File: src/verilog/isl_pkg.sv
// constants and types shared by the interlock status indicator logic
// Functional notes
// - target-life counter at zero flashes its lamp and sounds the alarm.
// - over-temperature forces output off and flashes its lamp on standard panels.
// - passive panel shows over-temperature steadily while it holds output off.
// - interlock lamp lights steadily once grounded and reset by output-off.
// - auxiliary interlock loss forces output off even without an auxiliary lamp.
// - passive arc lamp lights whenever an arc is sensed.
// - passive output lamp lights while output is on.
// - passive setpoint lamp lights while on and at setpoint, else dark.
// - left-display selection lamp is permanently lit.
// - output-off key lamp steady while output off, flashing while reset pending.
// - listed events (power-up, host return, mode key, off open, interlock, stop) need reset.
// - output-off key press clears pending reset; lamp stays lit.
// - reset request ignored while off input open or any interlock unmet.
// - output-on key lamp lit while output is on.
// - power lamp for power regulation, current lamp for current regulation.
// - voltage regulation lights both power and current lamps.
package isl_pkg;
   typedef enum logic [1:0] {ISL_REG_POWER, ISL_REG_CURRENT, ISL_REG_VOLTAGE} isl_reg_t;

   localparam int          ISL_CLK_HZ        = 125000000;
   localparam int          ISL_BLINK_HALF_MS = 250;
   localparam int          ISL_BLINK_HALF_CYC = ISL_CLK_HZ / 1000 * ISL_BLINK_HALF_MS;
   localparam int          ISL_SYNC_STAGES   = 3;
   localparam int          ISL_NUM_ILK       = 3;

   // register byte offsets
   localparam logic [3:0]  ISL_OFS_CTRL      = 4'h0;
   localparam logic [3:0]  ISL_OFS_STATE     = 4'h4;
   localparam logic [3:0]  ISL_OFS_EVENT     = 4'h8;
   localparam logic [3:0]  ISL_OFS_MASK      = 4'hc;

   // control fields
   localparam int          ISL_CTRL_PASSIVE  = 0;
   localparam int          ISL_CTRL_NO_AUX   = 1;
   localparam int          ISL_CTRL_W        = 2;
   localparam logic [1:0]  ISL_CTRL_RST      = 2'h0;

   // event fields (status and mask share the layout)
   localparam int          ISL_EV_TARGET     = 0;
   localparam int          ISL_EV_OVERTEMP   = 1;
   localparam int          ISL_EV_ILK_LOSS   = 2;
   localparam int          ISL_EV_ARC        = 3;
   localparam int          ISL_EV_PENDING    = 4;
   localparam int          ISL_EV_W          = 5;
   localparam logic [4:0]  ISL_MASK_RST      = 5'h00;

   // state fields
   localparam int          ISL_ST_OUT_ON     = 0;
   localparam int          ISL_ST_PENDING    = 1;
   localparam int          ISL_ST_OVERTEMP   = 2;
   localparam int          ISL_ST_ARMED      = 3;
   localparam int          ISL_ST_TRIPPED    = 6;
   localparam int          ISL_ST_W          = 9;
endpackage

File: src/verilog/isl_blink.sv
// shared blink phase generator
`timescale 1ns/1ps
`default_nettype none
module isl_blink
#(
   parameter int HALF_CYC = 31250000
)
(
   // clock and reset
   input  wire logic ref_clk,
   input  wire logic rst,
   // square wave, high half the time
   output var  logic blink
);
   import isl_pkg::*;

   logic [31:0] cnt_r;

   always_ff @(posedge ref_clk)
   begin
      if (rst)
      begin
         cnt_r <= 32'h0;
         blink <= 1'b0;
      end
      else if (cnt_r == 32'(HALF_CYC - 1))
      begin
         cnt_r <= 32'h0;
         blink <= ~blink;
      end
      else
      begin
         cnt_r <= cnt_r + 32'h1;
      end
   end
endmodule
`default_nettype wire

File: src/verilog/isl_sync.sv
// three-stage synchroniser with agreement filter, one per bit
`timescale 1ns/1ps
`default_nettype none
module isl_sync
#(
   parameter int W = 1
)
(
   // clock and reset
   input  wire logic         ref_clk,
   input  wire logic         rst,
   // pins in, filtered levels out
   input  wire logic [W-1:0] pin_in,
   output var  logic [W-1:0] level_out
);
   import isl_pkg::*;

   genvar i;
   generate
      for (i = 0; i < W; i++)
      begin : g_bit
         logic [ISL_SYNC_STAGES-1:0] stage_r;
         always_ff @(posedge ref_clk)
         begin
            if (rst)
            begin
               stage_r <= '0;
            end
            else
            begin
               stage_r <= {stage_r[ISL_SYNC_STAGES-2:0], pin_in[i]};
            end
         end
         // only the later two stages are compared; the first feeds the second alone
         always_ff @(posedge ref_clk)
         begin
            if (rst)
            begin
               level_out[i] <= 1'b0;
            end
            else if (stage_r[1] == stage_r[2])
            begin
               level_out[i] <= stage_r[2];
            end
         end
      end
   endgenerate
endmodule
`default_nettype wire

File: src/verilog/isl_top.sv
// front-panel status, interlock and reset-pending logic with avalon register slave
`timescale 1ns/1ps
`default_nettype none
module isl_top
#(
   parameter int BLINK_HALF_CYC = isl_pkg::ISL_BLINK_HALF_CYC,
   parameter int NUM_ILK        = isl_pkg::ISL_NUM_ILK
)
(
   // clock and reset
   input  wire logic                 ref_clk,
   input  wire logic                 rst,
   // avalon-mm slave
   input  wire logic [3:0]           avs_address,
   input  wire logic                 avs_read,
   input  wire logic                 avs_write,
   input  wire logic [31:0]          avs_writedata,
   input  wire logic [3:0]           avs_byteenable,
   output var  logic [31:0]          avs_readdata,
   output logic                      avs_waitrequest,
   output var  logic                 irq,
   // pins: high means contact closed or key held
   input  wire logic                 coolant_flow_interlock_in,
   input  wire logic                 chamber_pressure_interlock_in,
   input  wire logic                 aux_interlock_in,
   input  wire logic                 interlock_common,
   input  wire logic                 panic_halt_button,
   input  wire logic                 programming_keyswitch_position,
   input  wire logic                 lock_keyswitch_position,
   input  wire logic                 off_key,
   input  wire logic                 on_key,
   input  wire logic                 over_temp_in,
   input  wire logic                 arc_sense_in,
   // internal status on this clock
   input  wire logic                 target_life_zero,
   input  wire logic                 output_at_setpoint,
   input  wire logic                 host_return,
   input  wire isl_pkg::isl_reg_t    reg_mode,
   // output-enable path
   output var  logic                 output_enable,
   // lamps and alarm
   output var  logic                 lamp_target_life,
   output var  logic                 alarm_sound,
   output var  logic                 lamp_overtemp,
   output var  logic [NUM_ILK-1:0]   lamp_interlock,
   output var  logic                 lamp_arc,
   output var  logic                 lamp_output,
   output var  logic                 lamp_setpoint,
   output var  logic                 lamp_left_display,
   output var  logic                 lamp_off_key,
   output var  logic                 lamp_on_key,
   output var  logic                 lamp_power_reg,
   output var  logic                 lamp_current_reg
);
   import isl_pkg::*;

   localparam int NPIN = NUM_ILK + 8;

   logic [NPIN-1:0]          pin_raw;
   logic [NPIN-1:0]          pin_lvl;
   logic [NUM_ILK-1:0]       ilk_in;
   logic                     common_ok;
   logic                     panic;
   logic                     programming_keyswitch_position_pos;
   logic                     lock_pos;
   logic                     off_lvl;
   logic                     on_lvl;
   logic                     hot;
   logic                     arc;
   logic                     blink;

   logic                     off_prev_r;
   logic                     on_prev_r;
   logic                     mode_off_r;
   logic                     off_press;
   logic                     on_press;
   logic                     mode_armed;

   logic [NUM_ILK-1:0]       armed_r;
   logic [NUM_ILK-1:0]       tripped_r;
   logic [NUM_ILK-1:0]       ilk_loss;
   logic                     ilk_all_ok;
   logic                     reset_ok;
   logic                     reset_take;
   logic                     pending_r;
   logic                     pending_set;
   logic                     overtemp_r;
   logic                     out_on_r;
   logic                     force_off;

   logic [ISL_CTRL_W-1:0]    ctrl_r;
   logic [ISL_EV_W-1:0]      event_r;
   logic [ISL_EV_W-1:0]      event_nxt;
   logic [ISL_EV_W-1:0]      event_in;
   logic [ISL_EV_W-1:0]      mask_r;
   logic                     arc_prev_r;
   logic                     tl_prev_r;
   logic                     pend_prev_r;
   logic                     ack_r;
   logic                     acc;
   logic                     passive;
   logic [ISL_ST_W-1:0]      state_vec;

   assign pin_raw = {aux_interlock_in, chamber_pressure_interlock_in, coolant_flow_interlock_in,
                     interlock_common, panic_halt_button, programming_keyswitch_position,
                     lock_keyswitch_position, off_key, on_key, over_temp_in, arc_sense_in};

   isl_sync #(.W(NPIN)) u_sync
   (
      .ref_clk   (ref_clk),
      .rst       (rst),
      .pin_in    (pin_raw),
      .level_out (pin_lvl)
   );

   isl_blink #(.HALF_CYC(BLINK_HALF_CYC)) u_blink
   (
      .ref_clk (ref_clk),
      .rst     (rst),
      .blink   (blink)
   );

   assign arc       = pin_lvl[0];
   assign hot       = pin_lvl[1];
   assign on_lvl    = pin_lvl[2];
   assign off_lvl   = pin_lvl[3];
   assign lock_pos  = pin_lvl[4];
   assign programming_keyswitch_position_pos  = pin_lvl[5];
   assign panic     = pin_lvl[6];
   assign common_ok = pin_lvl[7];
   assign ilk_in    = pin_lvl[NPIN-1:8];
   assign passive   = ctrl_r[ISL_CTRL_PASSIVE];

   // key edges and mode key position
   always_ff @(posedge ref_clk)
   begin
      if (rst)
      begin
         off_prev_r <= 1'b0;
         on_prev_r  <= 1'b0;
         mode_off_r <= 1'b1;
      end
      else
      begin
         off_prev_r <= off_lvl;
         on_prev_r  <= on_lvl;
         mode_off_r <= ~(programming_keyswitch_position_pos | lock_pos);
      end
   end

   assign off_press  = off_lvl & ~off_prev_r;
   assign on_press   = on_lvl & ~on_prev_r;
   // mode_off_r starts set, so power-up in lock or program also counts as a move
   assign mode_armed = mode_off_r & (programming_keyswitch_position_pos | lock_pos);

   assign ilk_all_ok = &ilk_in;
   assign reset_ok   = common_ok & ilk_all_ok;
   assign reset_take = off_press & reset_ok;

   // per-interlock armed and tripped state
   genvar g;
   generate
      for (g = 0; g < NUM_ILK; g++)
      begin : g_ilk
         assign ilk_loss[g] = armed_r[g] & ~ilk_in[g];
         always_ff @(posedge ref_clk)
         begin
            if (rst)
            begin
               armed_r[g]   <= 1'b0;
               tripped_r[g] <= 1'b0;
            end
            else if (ilk_loss[g])
            begin
               armed_r[g]   <= 1'b0;
               tripped_r[g] <= 1'b1;
            end
            else if (reset_take)
            begin
               armed_r[g]   <= 1'b1;
               tripped_r[g] <= 1'b0;
            end
         end
      end
   endgenerate

   assign pending_set = mode_armed | host_return | ~common_ok | ~ilk_all_ok | panic;

   // set wins over the clearing key press
   always_ff @(posedge ref_clk)
   begin
      if (rst)
      begin
         pending_r <= 1'b1;
      end
      else if (pending_set)
      begin
         pending_r <= 1'b1;
      end
      else if (reset_take)
      begin
         pending_r <= 1'b0;
      end
   end

   // over-temperature latch holds output off until a reset while cool
   always_ff @(posedge ref_clk)
   begin
      if (rst)
      begin
         overtemp_r <= 1'b0;
      end
      else if (hot)
      begin
         overtemp_r <= 1'b1;
      end
      else if (reset_take)
      begin
         overtemp_r <= 1'b0;
      end
   end

   // aux loss trips output whatever panel is fitted
   assign force_off = hot | overtemp_r | (|ilk_loss) | ~ilk_all_ok | panic | ~common_ok;

   always_ff @(posedge ref_clk)
   begin
      if (rst)
      begin
         out_on_r <= 1'b0;
      end
      else if (force_off | off_press | pending_set)
      begin
         out_on_r <= 1'b0;
      end
      else if (on_press & ~pending_r)
      begin
         out_on_r <= 1'b1;
      end
   end

   // lamps, registered so they stand glitch-free at the pins
   always_ff @(posedge ref_clk)
   begin
      if (rst)
      begin
         output_enable     <= 1'b0;
         lamp_target_life  <= 1'b0;
         alarm_sound       <= 1'b0;
         lamp_overtemp     <= 1'b0;
         lamp_interlock    <= '0;
         lamp_arc          <= 1'b0;
         lamp_output       <= 1'b0;
         lamp_setpoint     <= 1'b0;
         lamp_left_display <= 1'b0;
         lamp_off_key      <= 1'b0;
         lamp_on_key       <= 1'b0;
         lamp_power_reg    <= 1'b0;
         lamp_current_reg  <= 1'b0;
      end
      else
      begin
         output_enable     <= out_on_r;
         lamp_target_life  <= target_life_zero & blink;
         alarm_sound       <= target_life_zero;
         lamp_overtemp     <= overtemp_r & (passive | blink);
         for (int i = 0; i < NUM_ILK; i++)
         begin
            lamp_interlock[i] <= tripped_r[i] ? blink : armed_r[i];
         end
         if (ctrl_r[ISL_CTRL_NO_AUX])
         begin
            lamp_interlock[NUM_ILK-1] <= 1'b0;
         end
         lamp_arc          <= arc;
         lamp_output       <= out_on_r;
         lamp_setpoint     <= out_on_r & output_at_setpoint;
         lamp_left_display <= 1'b1;
         lamp_off_key      <= pending_r ? blink : ~out_on_r;
         lamp_on_key       <= out_on_r;
         lamp_power_reg    <= (reg_mode == ISL_REG_POWER) | (reg_mode == ISL_REG_VOLTAGE);
         lamp_current_reg  <= (reg_mode == ISL_REG_CURRENT) | (reg_mode == ISL_REG_VOLTAGE);
      end
   end

   // rising-edge events for the interrupt status
   always_ff @(posedge ref_clk)
   begin
      if (rst)
      begin
         arc_prev_r  <= 1'b0;
         tl_prev_r   <= 1'b0;
         pend_prev_r <= 1'b0;
      end
      else
      begin
         arc_prev_r  <= arc;
         tl_prev_r   <= target_life_zero;
         pend_prev_r <= pending_r;
      end
   end

   always_comb
   begin
      event_in                  = '0;
      event_in[ISL_EV_TARGET]   = target_life_zero & ~tl_prev_r;
      event_in[ISL_EV_OVERTEMP] = hot & ~overtemp_r;
      event_in[ISL_EV_ILK_LOSS] = |ilk_loss;
      event_in[ISL_EV_ARC]      = arc & ~arc_prev_r;
      event_in[ISL_EV_PENDING]  = pending_r & ~pend_prev_r;
   end

   // slave: one wait cycle, answer on the second
   assign acc             = (avs_read | avs_write) & ack_r;
   assign avs_waitrequest = (avs_read | avs_write) & ~ack_r;

   always_ff @(posedge ref_clk)
   begin
      if (rst)
      begin
         ack_r <= 1'b0;
      end
      else
      begin
         ack_r <= (avs_read | avs_write) & ~ack_r;
      end
   end

   // a read of the event register clears it, but new events win
   always_comb
   begin
      event_nxt = event_r;
      if (acc & avs_read & (avs_address == ISL_OFS_EVENT))
      begin
         event_nxt = '0;
      end
      event_nxt = event_nxt | event_in;
   end

   assign state_vec = {tripped_r, armed_r, overtemp_r, pending_r, out_on_r};

   always_ff @(posedge ref_clk)
   begin
      if (rst)
      begin
         event_r <= '0;
         irq     <= 1'b0;
      end
      else
      begin
         event_r <= event_nxt;
         irq     <= |(event_nxt & mask_r);
      end
   end

   always_ff @(posedge ref_clk)
   begin
      if (rst)
      begin
         ctrl_r <= ISL_CTRL_RST;
         mask_r <= ISL_MASK_RST;
      end
      else if (acc & avs_write & avs_byteenable[0])
      begin
         if (avs_address == ISL_OFS_CTRL)
         begin
            ctrl_r <= avs_writedata[ISL_CTRL_W-1:0];
         end
         else if (avs_address == ISL_OFS_MASK)
         begin
            mask_r <= avs_writedata[ISL_EV_W-1:0];
         end
      end
   end

   // read data is loaded in the wait cycle and stands at the accepting edge
   always_ff @(posedge ref_clk)
   begin
      if (rst)
      begin
         avs_readdata <= 32'h0;
      end
      else if (avs_read & ~ack_r)
      begin
         if (avs_address == ISL_OFS_CTRL)
         begin
            avs_readdata <= 32'(ctrl_r);
         end
         else if (avs_address == ISL_OFS_STATE)
         begin
            avs_readdata <= 32'(state_vec);
         end
         else if (avs_address == ISL_OFS_EVENT)
         begin
            avs_readdata <= 32'(event_r | event_in);
         end
         else if (avs_address == ISL_OFS_MASK)
         begin
            avs_readdata <= 32'(mask_r);
         end
         else
         begin
            avs_readdata <= 32'h0;
         end
      end
   end
endmodule
`default_nettype wire
File: config.mk
export PLATFORM = sky130hd
export DESIGN_NAME = isl_top
export DESIGN_NICKNAME = d
export VERILOG_FILES = /design/src/verilog/isl_pkg.sv /design/src/verilog/isl_blink.sv /design/src/verilog/isl_sync.sv /design/src/verilog/isl_top.sv
export SDC_FILE = /design/constraint.sdc
export NUM_CORES = 1
export LEC_CHECK = 0
export BUFFER_PORTS_ARGS = -buffer_cell sky130_fd_sc_hd__buf_2
export CAP_MARGIN = 20
export CORE_MARGIN = 10
export CORE_UTILIZATION = 60
export CTS_BUF_LIST = sky130_fd_sc_hd__clkbuf_8
export CTS_CLUSTER_SIZE = 30
export DETAILED_ROUTE_END_ITERATION = 8
export GPL_ROUTABILITY_DRIVEN = 1
export PLACE_DENSITY = 0.92
export REMOVE_ABC_BUFFERS = 1
export SLEW_MARGIN = 20
export SYNTH_ARGS = -nofsm -noshare
export SYNTH_HDL_FRONTEND = slang
export SYNTH_SLANG_ARGS = --single-unit
File: constraint.sdc
create_clock -name ref_clk -period 3.7 [get_ports ref_clk]
set_input_delay 0.185 -clock ref_clk [delete_from_list [all_inputs] [get_ports ref_clk]]
set_output_delay 0.185 -clock ref_clk [all_outputs]
set_load 0.01 [all_outputs]
==> impl_metrics.yaml <==
status:
  outcome: "completed"
synth:
  synth-edff-count: 0
  ys_types: 44
  synth_seq_area_share: 0.515
  ys.flop_type: "dfxtp_1"
  yosysWarnings: 0
  netlist.area_leader.share: 0.515
  synth_most_common_cell: "dfxtp_1"
  syn_inst: 515
  yosys.area.top_type: "dfxtp_1"
  yosys-top-cells-count: "dfxtp_1, nor2_1, nor2b_1"
  async_reset_ff_frac: 0
  synth-seq-cells: 126
  syn-mean-instance-area_um2: 9.51
  netlist_area_um2: 4900
  synthTopCellsByArea: "dfxtp_1, nor2b_1, nor2_1"
placement:
  post-dp-hpwl_um: 6920
  gp_congestion: 0.879
  portBuffers: 55
  place_ws_ns: 1.61
global_routing:
  antenna_found_initial: 0
  grtUsageTotal: 0.173
  grt_max_degree: 53
  grt_pass1_wl_um: 16800
  grt_pass1_vias: 3656
  grt.overflow.total: 0
critical_path:
  regToRegSetupSlack_ns: 1.53
  rr_startpoint: "u_blink.cnt_r[8]$_SDFF_PP0_"
  path_cells: "nor4b_1 > nand4_1 > nor3_4 > or2_2 > nor2_1"
  crit_arrival_ns: 2.46
  cpMaxStageDelayCell: "or2_2"
  crit_path_end_kind: "flip-flop"
  crit_buf_inv: 0
  required_ns: 4.00
  crit_type: "flip-flop to flip-flop"
  worstReg2RegEnd: "u_blink.cnt_r[15]$_SDFF_PP0_"
  critPathMaxFanout: 29
  max_stage_delay_ns: 0.50
  reg2reg_depth: 5
  start_kind: "flip-flop"
  cp_top_family: "simple AND/OR/NAND/NOR gates"
routing:
  routed_via_density: 5.47
  firstDrtPassIters: 5
  initialDrtViolationCount: 225
  route.detailed.drc: 0
  wl_per_cell_um: 14.9
  antenna_left: 0
  num_vias: 3791
  drt-total-wl_um: 10300
sta:
  hold_violations: 0
  finalClockSkew_ns: 0.00812
  drv_slew: 0
  fmax_mhz: 462
  worst_pin_slew_ns: 0.668
  maxSlewHeadroom: 0.551
  finalSetupViolCount: 0
  rsz0062_at_grt: "no"
  fin_tns_setup_ns: 0
  layout_min_cycle_time_ns: 2.17
  setup_ws_ns: 1.53
  min_period_over_period: 0.585
clock_network:
  clk_latency_ns: 0.43
  clk_pin_slew_ns: 0.07
  htree_levels: 4
  cts_resized: 0
  cts_root_buf: "clkbuf_8"
  cts.sinks: 126
  cts_tree: "done"
  cts_buffers: 17
  cts_buffer_depth: 2
floorplanning:
  io_pins: 109
  die_w_um: 110
  die_h_um: 110
  rows: 32
  dieArea_um2: 12200
  start_util: 0.624
  core_region_area_um2: 7850
run:
  maxCapViolCount: 0
cells_and_area:
  largest_register_ffs: 33
  reg_top3: "u_sync.g_bit.stage_r: 33 flops, u_blink.cnt_r: 32 flops, u_sync.level_out: 11 flops"
  n_fill_cell: 540
  antenna_cells: 0
  synthToLayoutAreaGrowth_pct: 15.5
  layout.nets: 641
  largest_register: "u_sync.g_bit.stage_r"
  drive_above_1_share: 0.169
min_path:
  min_from: "avs_writedata[3]"
  holdPathEnd: "mask_r[3]$_SDFFE_PP0P_"
  hp-class: "input pin to flip-flop"
  hold_depth: 3
power:
  leakage_nw: 2.31
  vdd_ir_drop_max_uv: 273
  power.density_nw_per_um2: 495
==> cell type report <==
type	count	area (µm²)	share of cell area
Clock buffer	18	248	0.0438
Clock inverter	14	193	0.0341
Inverter	5	18.8	0.00332
Multi-Input combinational cell	360	2140	0.379
Sequential cell	126	2520	0.446
Tap cell	102	128	0.0226
Timing Repair Buffer	68	403	0.0713
==> stage by stage <==
stage | hold slack [ns] | total power, mW | instances | utilization | cell area, µm²
after global placement | 0.388 | 1.52 | 649 | 0.649 | 5090
after global routing | 0.0272 | 2.89 | 693 | 0.721 | 5650
after detailed placement | 0.398 | 1.53 | 649 | 0.649 | 5090
final | 0.0158 | 2.80 | 693 | 0.721 | 5650
after CTS | 0.00144 | 2.81 | 693 | 0.721 | 5650
after floorplan | 0.254 | 1.47 | 491 | - | 4680
==> placed cells by master (no fill, tap or decap), types with 18 or more instances in the layout <==
cell / synthesis / final
nand2_1: 29 / 29
conb_1: 1 / 23
a21oi_1: 22 / 22
nor2b_1: 46 / 46
clkbuf_8: 0 / 18
dfxtp_1: 126 / 126
nor2_1: 67 / 67
xnor2_1: 21 / 21
buf_2: 3 / 55
==> timing repair <==
action	4_1_cts	5_1_grt
endpoints found under the hold margin	12	0
buffers inserted	0	0
hold buffers	12	0
==> power breakdown <==
part	total (mW)	internal, mW	switching (mW)
sequential	1.39	1.38	0.0118
clock	1.29	0.752	0.537
combinational	0.114	0.0474	0.0671
==> cells by family (layout without fill, tap and decap cells) <==
| kind of cell | after synthesis | after routing | share of synthesized area |
|---|---|---|---|
| flip-flops | 126 | 126 | 0.515 |
| buffers and inverters | 51 | 105 | 0.0644 |
| adder cells (fa/ha/maj) | 3 | 3 | 0.00767 |
| AO/OA/AOI/OAI | 63 | 63 | 0.0787 |
| other | 1 | 23 | 0.000766 |
| multiplexers | 12 | 12 | 0.0296 |
| AND/OR/NAND/NOR | 231 | 231 | 0.254 |
| XOR/XNOR | 28 | 28 | 0.0501 |
==> worst max path at each step <==
stage / startpoint / to / slack (ns) / cells past startpoint
5_1_grt: u_blink.cnt_r[8]$_SDFF_PP0_ / u_blink.cnt_r[15]$_SDFF_PP0_ / 1.35 / 5
3_5_place_dp: u_blink.cnt_r[0]$_SDFF_PP0_ / u_blink.cnt_r[23]$_SDFF_PP0_ / 1.61 / 6
2_1_floorplan: u_blink.cnt_r[13]$_SDFF_PP0_ / u_blink.cnt_r[10]$_SDFF_PP0_ / 1.94 / 4
4_1_cts: u_blink.cnt_r[8]$_SDFF_PP0_ / u_blink.cnt_r[15]$_SDFF_PP0_ / 1.54 / 5
6_report: u_blink.cnt_r[8]$_SDFF_PP0_ / u_blink.cnt_r[15]$_SDFF_PP0_ / 1.53 / 5
3_3_place_gp: u_blink.cnt_r[8]$_SDFF_PP0_ / u_blink.cnt_r[10]$_SDFF_PP0_ / 1.71 / 5
==> metal layers <==
metal	vias to the layer above	GRT usage	part of all wire	wire, µm
met5	-	0	0	0
met4	0	0.0945	0.025	260
met3	23	0.0517	0.085	874
met2	158	0.297	0.50	5130
met1	1777	0.188	0.39	4070
li1	1833	-	-	-
==> worst reg2reg max path: stages, from the launching register on <==
cell     delay [ns]
dfxtp_1        0.42
nor4b_1        0.47
nand4_1        0.23
nor3_4         0.29
or2_2          0.50
nor2_1         0.13
Note: power is estimated with default switching activity, not from simulation.
